`src/design/bmsq_regs.vh`:
```
`ifndef BMSQ_REGS_VH
`define BMSQ_REGS_VH
// fixed shared-memory words
`define BMSQ_SP_A 16'h0100
`define BMSQ_MC_A 16'h0101
`define BMSQ_SP_B 16'h0104
`define BMSQ_MC_B 16'h0105
`define BMSQ_LUT_A 16'h0140
`define BMSQ_LUT_B 16'h01C0
// descriptor entry word offsets
`define BMSQ_DE_STATUS 16'h0000
`define BMSQ_DE_TAG 16'h0001
`define BMSQ_DE_PTR 16'h0003
`define BMSQ_DE_STEP 8'h04
// block status word fields
`define BMSQ_BS_BEGIN 0
`define BMSQ_BS_DONE 1
`define BMSQ_BS_ERR 2
// control word fields
`define BMSQ_CW_BCST 1
// mode encodings of cfg_mode
`define BMSQ_MODE_BC 2'h0
`define BMSQ_MODE_RT 2'h1
// host register port offsets
`define BMSQ_REG_CFG 4'h0
`define BMSQ_REG_MASK 4'h1
`define BMSQ_REG_START 4'h2
`define BMSQ_REG_STAT 4'h3
`define BMSQ_REG_COUNT 4'h4
// config fields
`define BMSQ_CFG_MODE_LO 0
`define BMSQ_CFG_AREA 2
`define BMSQ_CFG_HALT 3
// mask fields
`define BMSQ_MSK_ERR 0
`define BMSQ_MSK_DONE 1
`define BMSQ_MSK_FRAME 2
// reset values, all-ones word
`define BMSQ_CFG_RST 4'h0
`define BMSQ_MSK_RST 3'h0
`define BMSQ_ALL_ONES 16'hFFFF
`endif

```
`src/design/bmsq_seq.v`:
```
`timescale 1ns/1ps
// Notes on behaviour
// - reset or config write selects controller mode
// - controller uses pointer/count words 0100-0105
// - control word bit 1 selects broadcast
// - halt on error after current message unless count reaches all ones
// - low interrupt pulse per enabled event
// - start: pointer, begin flag, tag, block address
// - end: irq, reread pointer, status, tag
// - pointer plus four, count plus one
// - frame irq when enabled, messages remain
// - config write selects terminal mode
// - terminal uses pointers and lookup tables
// - lookup indexed by t/r and subaddress
// - receive entries 0-31, transmit 32-63
// - pointer low byte wraps, high fixed
// - mode commands with data map normally
// - frame done when count reaches all ones
// - time tag written from external source
`include "bmsq_regs.vh"
module bmsq_seq (
  input wire clock,
  input wire sys_rst,
  input wire [3:0] reg_addr,
  input wire [15:0] reg_wdata,
  input wire reg_wr,
  input wire reg_rd,
  output reg [15:0] reg_rdata,
  output reg [15:0] mem_addr,
  output reg [15:0] mem_wdata,
  output reg mem_wr,
  output reg mem_rd,
  input wire [15:0] mem_rdata,
  output reg tag_en_n,
  output reg [15:0] xfer_block_ptr,
  output reg xfer_start,
  output reg xfer_broadcast,
  input wire xfer_done,
  input wire xfer_error,
  input wire [15:0] rt_cmd,
  input wire rt_cmd_valid,
  output wire int_n
);
  // ************************************************
  // state encodings
  // ************************************************
  localparam S_IDLE = 4'h0;
  localparam S_SP = 4'h1;
  localparam S_BEGIN = 4'h2;
  localparam S_TAG1 = 4'h3;
  localparam S_PTR = 4'h4;
  localparam S_CW = 4'h5;
  localparam S_XFER = 4'h6;
  localparam S_SP2 = 4'h7;
  localparam S_DONE = 4'h8;
  localparam S_TAG2 = 4'h9;
  localparam S_WSP = 4'hA;
  localparam S_MC = 4'hB;
  localparam S_WMC = 4'hC;
  localparam S_LUT = 4'hD;
  // ************************************************
  // registers
  // ************************************************
  reg [3:0] cfg_reg;
  reg [2:0] mask_reg;
  reg [3:0] state_reg;
  reg [15:0] sp_reg;
  reg [15:0] mc_reg;
  reg [15:0] msgs_reg;
  reg err_reg;
  reg halted_reg;
  reg rt_reg;
  reg [15:0] cmd_reg;
  reg irq_reg;
  reg [15:0] blk_reg;
  // pointer step: high byte fixed, low byte wraps
  function [15:0] ptr_add;
    input [15:0] p;
    input [7:0] n;
    begin
      ptr_add = {p[15:8], p[7:0] + n};
    end
  endfunction
  wire area_b = cfg_reg[`BMSQ_CFG_AREA];
  wire rt_mode = (cfg_reg[1:0] == `BMSQ_MODE_RT);
  wire [15:0] sp_addr = area_b ? `BMSQ_SP_B : `BMSQ_SP_A;
  wire [15:0] mc_addr = area_b ? `BMSQ_MC_B : `BMSQ_MC_A;
  wire [15:0] lut_base = area_b ? `BMSQ_LUT_B : `BMSQ_LUT_A;
  // t/r bit is top index bit, subaddress low five
  wire [5:0] lut_idx = {cmd_reg[10], cmd_reg[9:5]};
  wire [15:0] mc_inc = mc_reg + 16'h0001;
  assign int_n = ~irq_reg;
  // ************************************************
  // host register port
  // ************************************************
  always @(posedge clock) begin
    if (sys_rst) begin
      cfg_reg <= `BMSQ_CFG_RST;
      mask_reg <= `BMSQ_MSK_RST;
      reg_rdata <= 16'h0000;
    end else begin
      if (reg_wr && reg_addr == `BMSQ_REG_CFG)
        cfg_reg <= reg_wdata[3:0];
      if (reg_wr && reg_addr == `BMSQ_REG_MASK)
        mask_reg <= reg_wdata[2:0];
      reg_rdata <= 16'h0000;
      if (reg_rd) begin
        case (reg_addr)
          `BMSQ_REG_CFG: reg_rdata <= {12'h000, cfg_reg};
          `BMSQ_REG_MASK: reg_rdata <= {13'h0000, mask_reg};
          `BMSQ_REG_STAT: reg_rdata <= {8'h00, state_reg, 1'b0, err_reg, halted_reg, rt_mode};
          `BMSQ_REG_COUNT: reg_rdata <= msgs_reg;
          default: reg_rdata <= 16'h0000;
        endcase
      end
    end
  end
  // ************************************************
  // sequencer
  // ************************************************
  always @(posedge clock) begin
    if (sys_rst) begin
      state_reg <= S_IDLE;
      sp_reg <= 16'h0000;
      mc_reg <= 16'h0000;
      msgs_reg <= 16'h0000;
      err_reg <= 1'b0;
      halted_reg <= 1'b0;
      rt_reg <= 1'b0;
      cmd_reg <= 16'h0000;
      irq_reg <= 1'b0;
      blk_reg <= 16'h0000;
      mem_addr <= 16'h0000;
      mem_wdata <= 16'h0000;
      mem_wr <= 1'b0;
      mem_rd <= 1'b0;
      tag_en_n <= 1'b1;
      xfer_block_ptr <= 16'h0000;
      xfer_start <= 1'b0;
      xfer_broadcast <= 1'b0;
    end else begin
      mem_wr <= 1'b0;
      mem_rd <= 1'b0;
      tag_en_n <= 1'b1;
      xfer_start <= 1'b0;
      irq_reg <= 1'b0;
      case (state_reg)
        S_IDLE: begin
          if (!rt_mode && !halted_reg && reg_wr && reg_addr == `BMSQ_REG_START) begin
            rt_reg <= 1'b0;
            mem_addr <= sp_addr;
            mem_rd <= 1'b1;
            state_reg <= S_SP;
          end else if (rt_mode && rt_cmd_valid) begin
            rt_reg <= 1'b1;
            cmd_reg <= rt_cmd;
            mem_addr <= sp_addr;
            mem_rd <= 1'b1;
            state_reg <= S_SP;
          end
          if (reg_wr && reg_addr == `BMSQ_REG_START && reg_wdata[1])
            halted_reg <= 1'b0;
        end
        S_SP: begin
          // read data is valid in the cycle the strobe is high
          sp_reg <= mem_rdata;
          mem_addr <= mem_rdata + `BMSQ_DE_STATUS;
          mem_wdata <= 16'h0001 << `BMSQ_BS_BEGIN;
          mem_wr <= 1'b1;
          state_reg <= S_BEGIN;
        end
        S_BEGIN: begin
          mem_addr <= sp_reg + `BMSQ_DE_TAG;
          mem_wr <= 1'b1;
          tag_en_n <= 1'b0;
          mem_wdata <= `BMSQ_ALL_ONES;
          state_reg <= S_TAG1;
        end
        S_TAG1: begin
          mem_rd <= 1'b1;
          if (rt_reg) begin
            mem_addr <= lut_base + {10'h000, lut_idx};
            state_reg <= S_LUT;
          end else begin
            mem_addr <= sp_reg + `BMSQ_DE_PTR;
            state_reg <= S_PTR;
          end
        end
        S_PTR: begin
          blk_reg <= mem_rdata;
          mem_addr <= mem_rdata;
          mem_rd <= 1'b1;
          state_reg <= S_CW;
        end
        S_CW: begin
          xfer_block_ptr <= ptr_add(blk_reg, 8'h01);
          xfer_broadcast <= mem_rdata[`BMSQ_CW_BCST];
          xfer_start <= 1'b1;
          state_reg <= S_XFER;
        end
        S_LUT: begin
          xfer_block_ptr <= mem_rdata;
          xfer_broadcast <= 1'b0;
          xfer_start <= 1'b1;
          state_reg <= S_XFER;
        end
        S_XFER: begin
          if (xfer_done) begin
            err_reg <= xfer_error;
            irq_reg <= xfer_error ? mask_reg[`BMSQ_MSK_ERR] : mask_reg[`BMSQ_MSK_DONE];
            mem_addr <= sp_addr;
            mem_rd <= 1'b1;
            state_reg <= S_SP2;
          end
        end
        S_SP2: begin
          sp_reg <= mem_rdata;
          mem_addr <= mem_rdata + `BMSQ_DE_STATUS;
          mem_wdata <= (16'h0001 << `BMSQ_BS_DONE) | ({15'h0000, err_reg} << `BMSQ_BS_ERR);
          mem_wr <= 1'b1;
          state_reg <= S_DONE;
        end
        S_DONE: begin
          mem_addr <= sp_reg + `BMSQ_DE_TAG;
          mem_wr <= 1'b1;
          tag_en_n <= 1'b0;
          mem_wdata <= `BMSQ_ALL_ONES;
          state_reg <= S_TAG2;
        end
        S_TAG2: begin
          mem_addr <= sp_addr;
          mem_wdata <= ptr_add(sp_reg, `BMSQ_DE_STEP);
          mem_wr <= 1'b1;
          msgs_reg <= msgs_reg + 16'h0001;
          state_reg <= S_WSP;
        end
        S_WSP: begin
          if (rt_reg) begin
            state_reg <= S_IDLE;
          end else begin
            mem_addr <= mc_addr;
            mem_rd <= 1'b1;
            state_reg <= S_MC;
          end
        end
        S_MC: begin
          mc_reg <= mem_rdata;
          state_reg <= S_WMC;
        end
        S_WMC: begin
          mem_addr <= mc_addr;
          mem_wdata <= mc_inc;
          mem_wr <= 1'b1;
          if (mc_inc == `BMSQ_ALL_ONES) begin
            irq_reg <= mask_reg[`BMSQ_MSK_FRAME];
            state_reg <= S_IDLE;
          end else if (err_reg && cfg_reg[`BMSQ_CFG_HALT]) begin
            halted_reg <= 1'b1;
            state_reg <= S_IDLE;
          end else begin
            // more messages remain: frame irq, wait for next start
            irq_reg <= mask_reg[`BMSQ_MSK_FRAME];
            state_reg <= S_IDLE;
          end
        end
        default: state_reg <= S_IDLE;
      endcase
    end
  end
endmodule // bmsq_seq

```
`config.mk`:
```
export PLATFORM = sky130hd
export DESIGN_NAME = bmsq_seq
export DESIGN_NICKNAME = d
export VERILOG_FILES = /design/src/design/bmsq_seq.v
export VERILOG_INCLUDE_DIRS = /design/src /design/src/design
export SDC_FILE = /design/constraint.sdc
export NUM_CORES = 1
export LEC_CHECK = 0
export BUFFER_PORTS_ARGS = -buffer_cell sky130_fd_sc_hd__buf_2
export CORE_ASPECT_RATIO = 1.5
export CORE_MARGIN = 2
export CORE_UTILIZATION = 50
export DETAILED_ROUTE_END_ITERATION = 10
export PLACE_DENSITY = 0.72
export SLEW_MARGIN = 10
export SYNTH_ARGS = -nofsm -noshare
export SYNTH_HDL_FRONTEND = slang
export SYNTH_SLANG_ARGS = --single-unit
```
`constraint.sdc`:
```
create_clock -name clock -period 2.3 [get_ports clock]
set_input_delay 0.345 -clock clock [delete_from_list [all_inputs] [get_ports clock]]
set_output_delay 0.345 -clock clock [all_outputs]
set_load 0.02 [all_outputs]
```
==> results.cfg <==
[critical_path]
max_stage_delay_ns = 0.54
cp-end-kind = flip-flop
worst-path-buf-inv = 0
critPathLaunchType = flip-flop
r2r_cells = 5
crit_end = mem_addr[11]
crit_cells = 5
crit_path_cell_trace = nand4_1 -> or3_1 -> or3_1 -> o211ai_1 -> a31oi_1
cp.arrival_ns = 2.46
path_delay_family = simple AND/OR/NAND/NOR gates
reg2reg_slack_ns = 0.14
crit_top_cell = or3_1
cp_max_fo = 10
cp.required_ns = 2.60
r2r_start = sp_reg[2]
startpoint = sp_reg[2]
cp_slowest_cell = dfxtp_1
worstSetupPathType = reg -> reg
r2r_end = mem_addr[11]

[status]
status = finished clean

[routing]
drt_first_iter_violations = 504
first_pass_iters = 5
drt_wl_total_um = 22090
wire_per_inst_um = 17.41
viasPerCell = 5.801
vias = 7362
drc_errors = 0
antenna_left = 0

[yosys]
synth_seq_cells = 154
ys_async_sr_fraction_pct = 0
yosysWarnings = 0
synthCells = 951
synth_edf_count = 0
synth_area_leaders = dfxtp_1, nand2_1, a21oi_1
netlist_area_um2 = 7596
synth_fp_nets = 1017
syn_area_per_cell_um2 = 7.987
synth_ff_type = dfxtp_1
ys_seq_area_share_pct = 40.59
synth_cell_types = 66
synth_top_area_share_pct = 40.59
yosysTopAreaCell = dfxtp_1

[clock_network]
clk_pin_slew_ns = 0.06
cts.root.buffer_cell = clkbuf_16
hold_buffers = 0
post_cts_resized = 0
cts_sinks = 154
cts_max_level = 4
post_cts_buffers = 0
cts_tree = built
insertion_delay_ns = 0.44
cts_buffer_depth = 2
cts_buffers = 17

[floorplan]
io_pins = 129
die_width_um = 104.6
num_rows = 55
core_um2 = 15000
initial_core_util_pct = 50.63
die_h_um = 155.0
dieArea_um2 = 16210

[global_route]
gr-usage-all-layers_pct = 27.54
grt_max_degree = 46
grt_pass1_wl_um = 35750
gr-total-overflow = 0
antenna_found_initial = 0
grt_pass1_vias = 6917

[timing]
max_slew.worst_pin.slew_ns = 0.6994
fmax_ghz = 0.4634
setup_slack_ns = 0.1419
finalCritPeriodShare_pct = 93.83
fin_tns_setup_ns = 0
holdWs_ns = 0.1605
finalClockSkew_ns = 0.01321
setup_violations = 0
hold_violations = 0
finalCriticalPeriod_ns = 2.158
relSlewSlack_pct = 53.01
final_max_slew_viol_count = 0

[pwr]
power.leakage_nw = 3.497
max-vdd-ir-drop_v = 0.0005401
power.density_nw_per_um2 = 1046
power_w = 0.009538

[final_layout]
final_common_cell = nand2_1
fin_cells = 1269
drive_gt1_share_pct = 19.35
antenna_cells = 0
synthToLayoutAreaGrowth_pct = 20.00
final_cell_mix = nand2_1, dfxtp_1, buf_2
final_nets = 1123

[placement]
dpl.hpwl_um = 16110
gp_congestion = 0.9251
place_ws_ns = 0.06858
port_buffers = 106
numPlacedInstances = 1237

[flow_run]
max_cap_viol_count = 0

[hold_path]
hp-class = in -> reg
whs_path_depth = 3
==> metrics by stage <==
| step | util, % | cell area [um2] |
|---|---|---|
| global route | 60.76 | 9115 |
| CTS | 60.70 | 9106 |
| floorplan | - | 7596 |
| finish | 60.76 | 9115 |
| global placement | 56.76 | 8514 |
| detailed placement | 56.76 | 8514 |
==> area by class of cell <==
cell class / count / area, um2
tap: 199 / 249.0
clock inverter: 14 / 152.6
timing repair buffer: 162 / 991.0
fill: 1418 / 5887
multi-input combinational: 706 / 4140
sequential: 154 / 3083
clock buffer: 18 / 439.2
inverter: 16 / 60.06
==> per-layer routing <==
layer	wire length (um)	GRT usage (%)	vias up
li1	-	-	3577
met1	9022	32.68	3468
met2	11270	49.42	264
met3	1014	4.357	53
met4	782	11.24	0
met5	0	0	-
==> worst min-delay path by stage <==
| stage | end | start |
|---|---|---|
| detailed placement | xfer_broadcast | xfer_broadcast |
| floorplan | blk_reg[10] | blk_reg[10] |
| finish | cmd_reg[10] | rt_cmd[10] |
| global placement | xfer_broadcast | xfer_broadcast |
| global route | cmd_reg[5] | rt_cmd[5] |
| CTS | cmd_reg[10] | rt_cmd[10] |
==> worst reg2reg max path, cell delays in order, from the launching register on <==
cell	delay (ns)
dfxtp_1	0.54
nand4_1	0.21
or3_1	0.53
or3_1	0.46
o211ai_1	0.19
a31oi_1	0.11
==> cells in the mapped netlist, types with 4 or more instances <==
master,n
or3_1,5
and3b_1,4
nand3_1,33
o211ai_1,8
and3_1,9
nand2b_1,7
a221oi_1,14
inv_1,16
and2_1,16
dfxtp_1,154
xnor2_1,23
a22oi_1,18
a211oi_1,13
mux2i_1,23
nor4_1,5
a31oi_1,10
o21ai_0,25
clkbuf_1,41
a222oi_1,6
ha_1,7
xor2_1,28
a41oi_1,4
a21oi_1,104
nor3_1,20
nand4_1,17
nand2_1,170
nor2b_1,7
nand3b_1,5
buf_2,25
buf_1,4
nor2_1,77
==> power by group <==
group / switching [W] / total [W] / internal, W
Sequential: 0.000372 / 0.00342 / 0.00305
Combinational: 0.00203 / 0.00329 / 0.00126
Clock: 0.00125 / 0.00282 / 0.00157
Total: 0.00365 / 0.00954 / 0.00588
==> cell families (layout without fill, tap and decap cells) <==
| family | after synthesis | after routing | share of synthesized area [%] |
|---|---|---|---|
| AND/OR/NAND/NOR | 392 | 392 | 24.02 |
| AO/OA/AOI/OAI | 230 | 230 | 19.80 |
| flip-flops | 154 | 154 | 40.59 |
| buffers and inverters | 91 | 210 | 5.106 |
| XOR/XNOR | 51 | 51 | 5.880 |
| multiplexers | 25 | 25 | 3.327 |
| adder cells (fa/ha/maj) | 8 | 8 | 1.285 |
No activity file was read; power rests on OpenSTA's default activity.
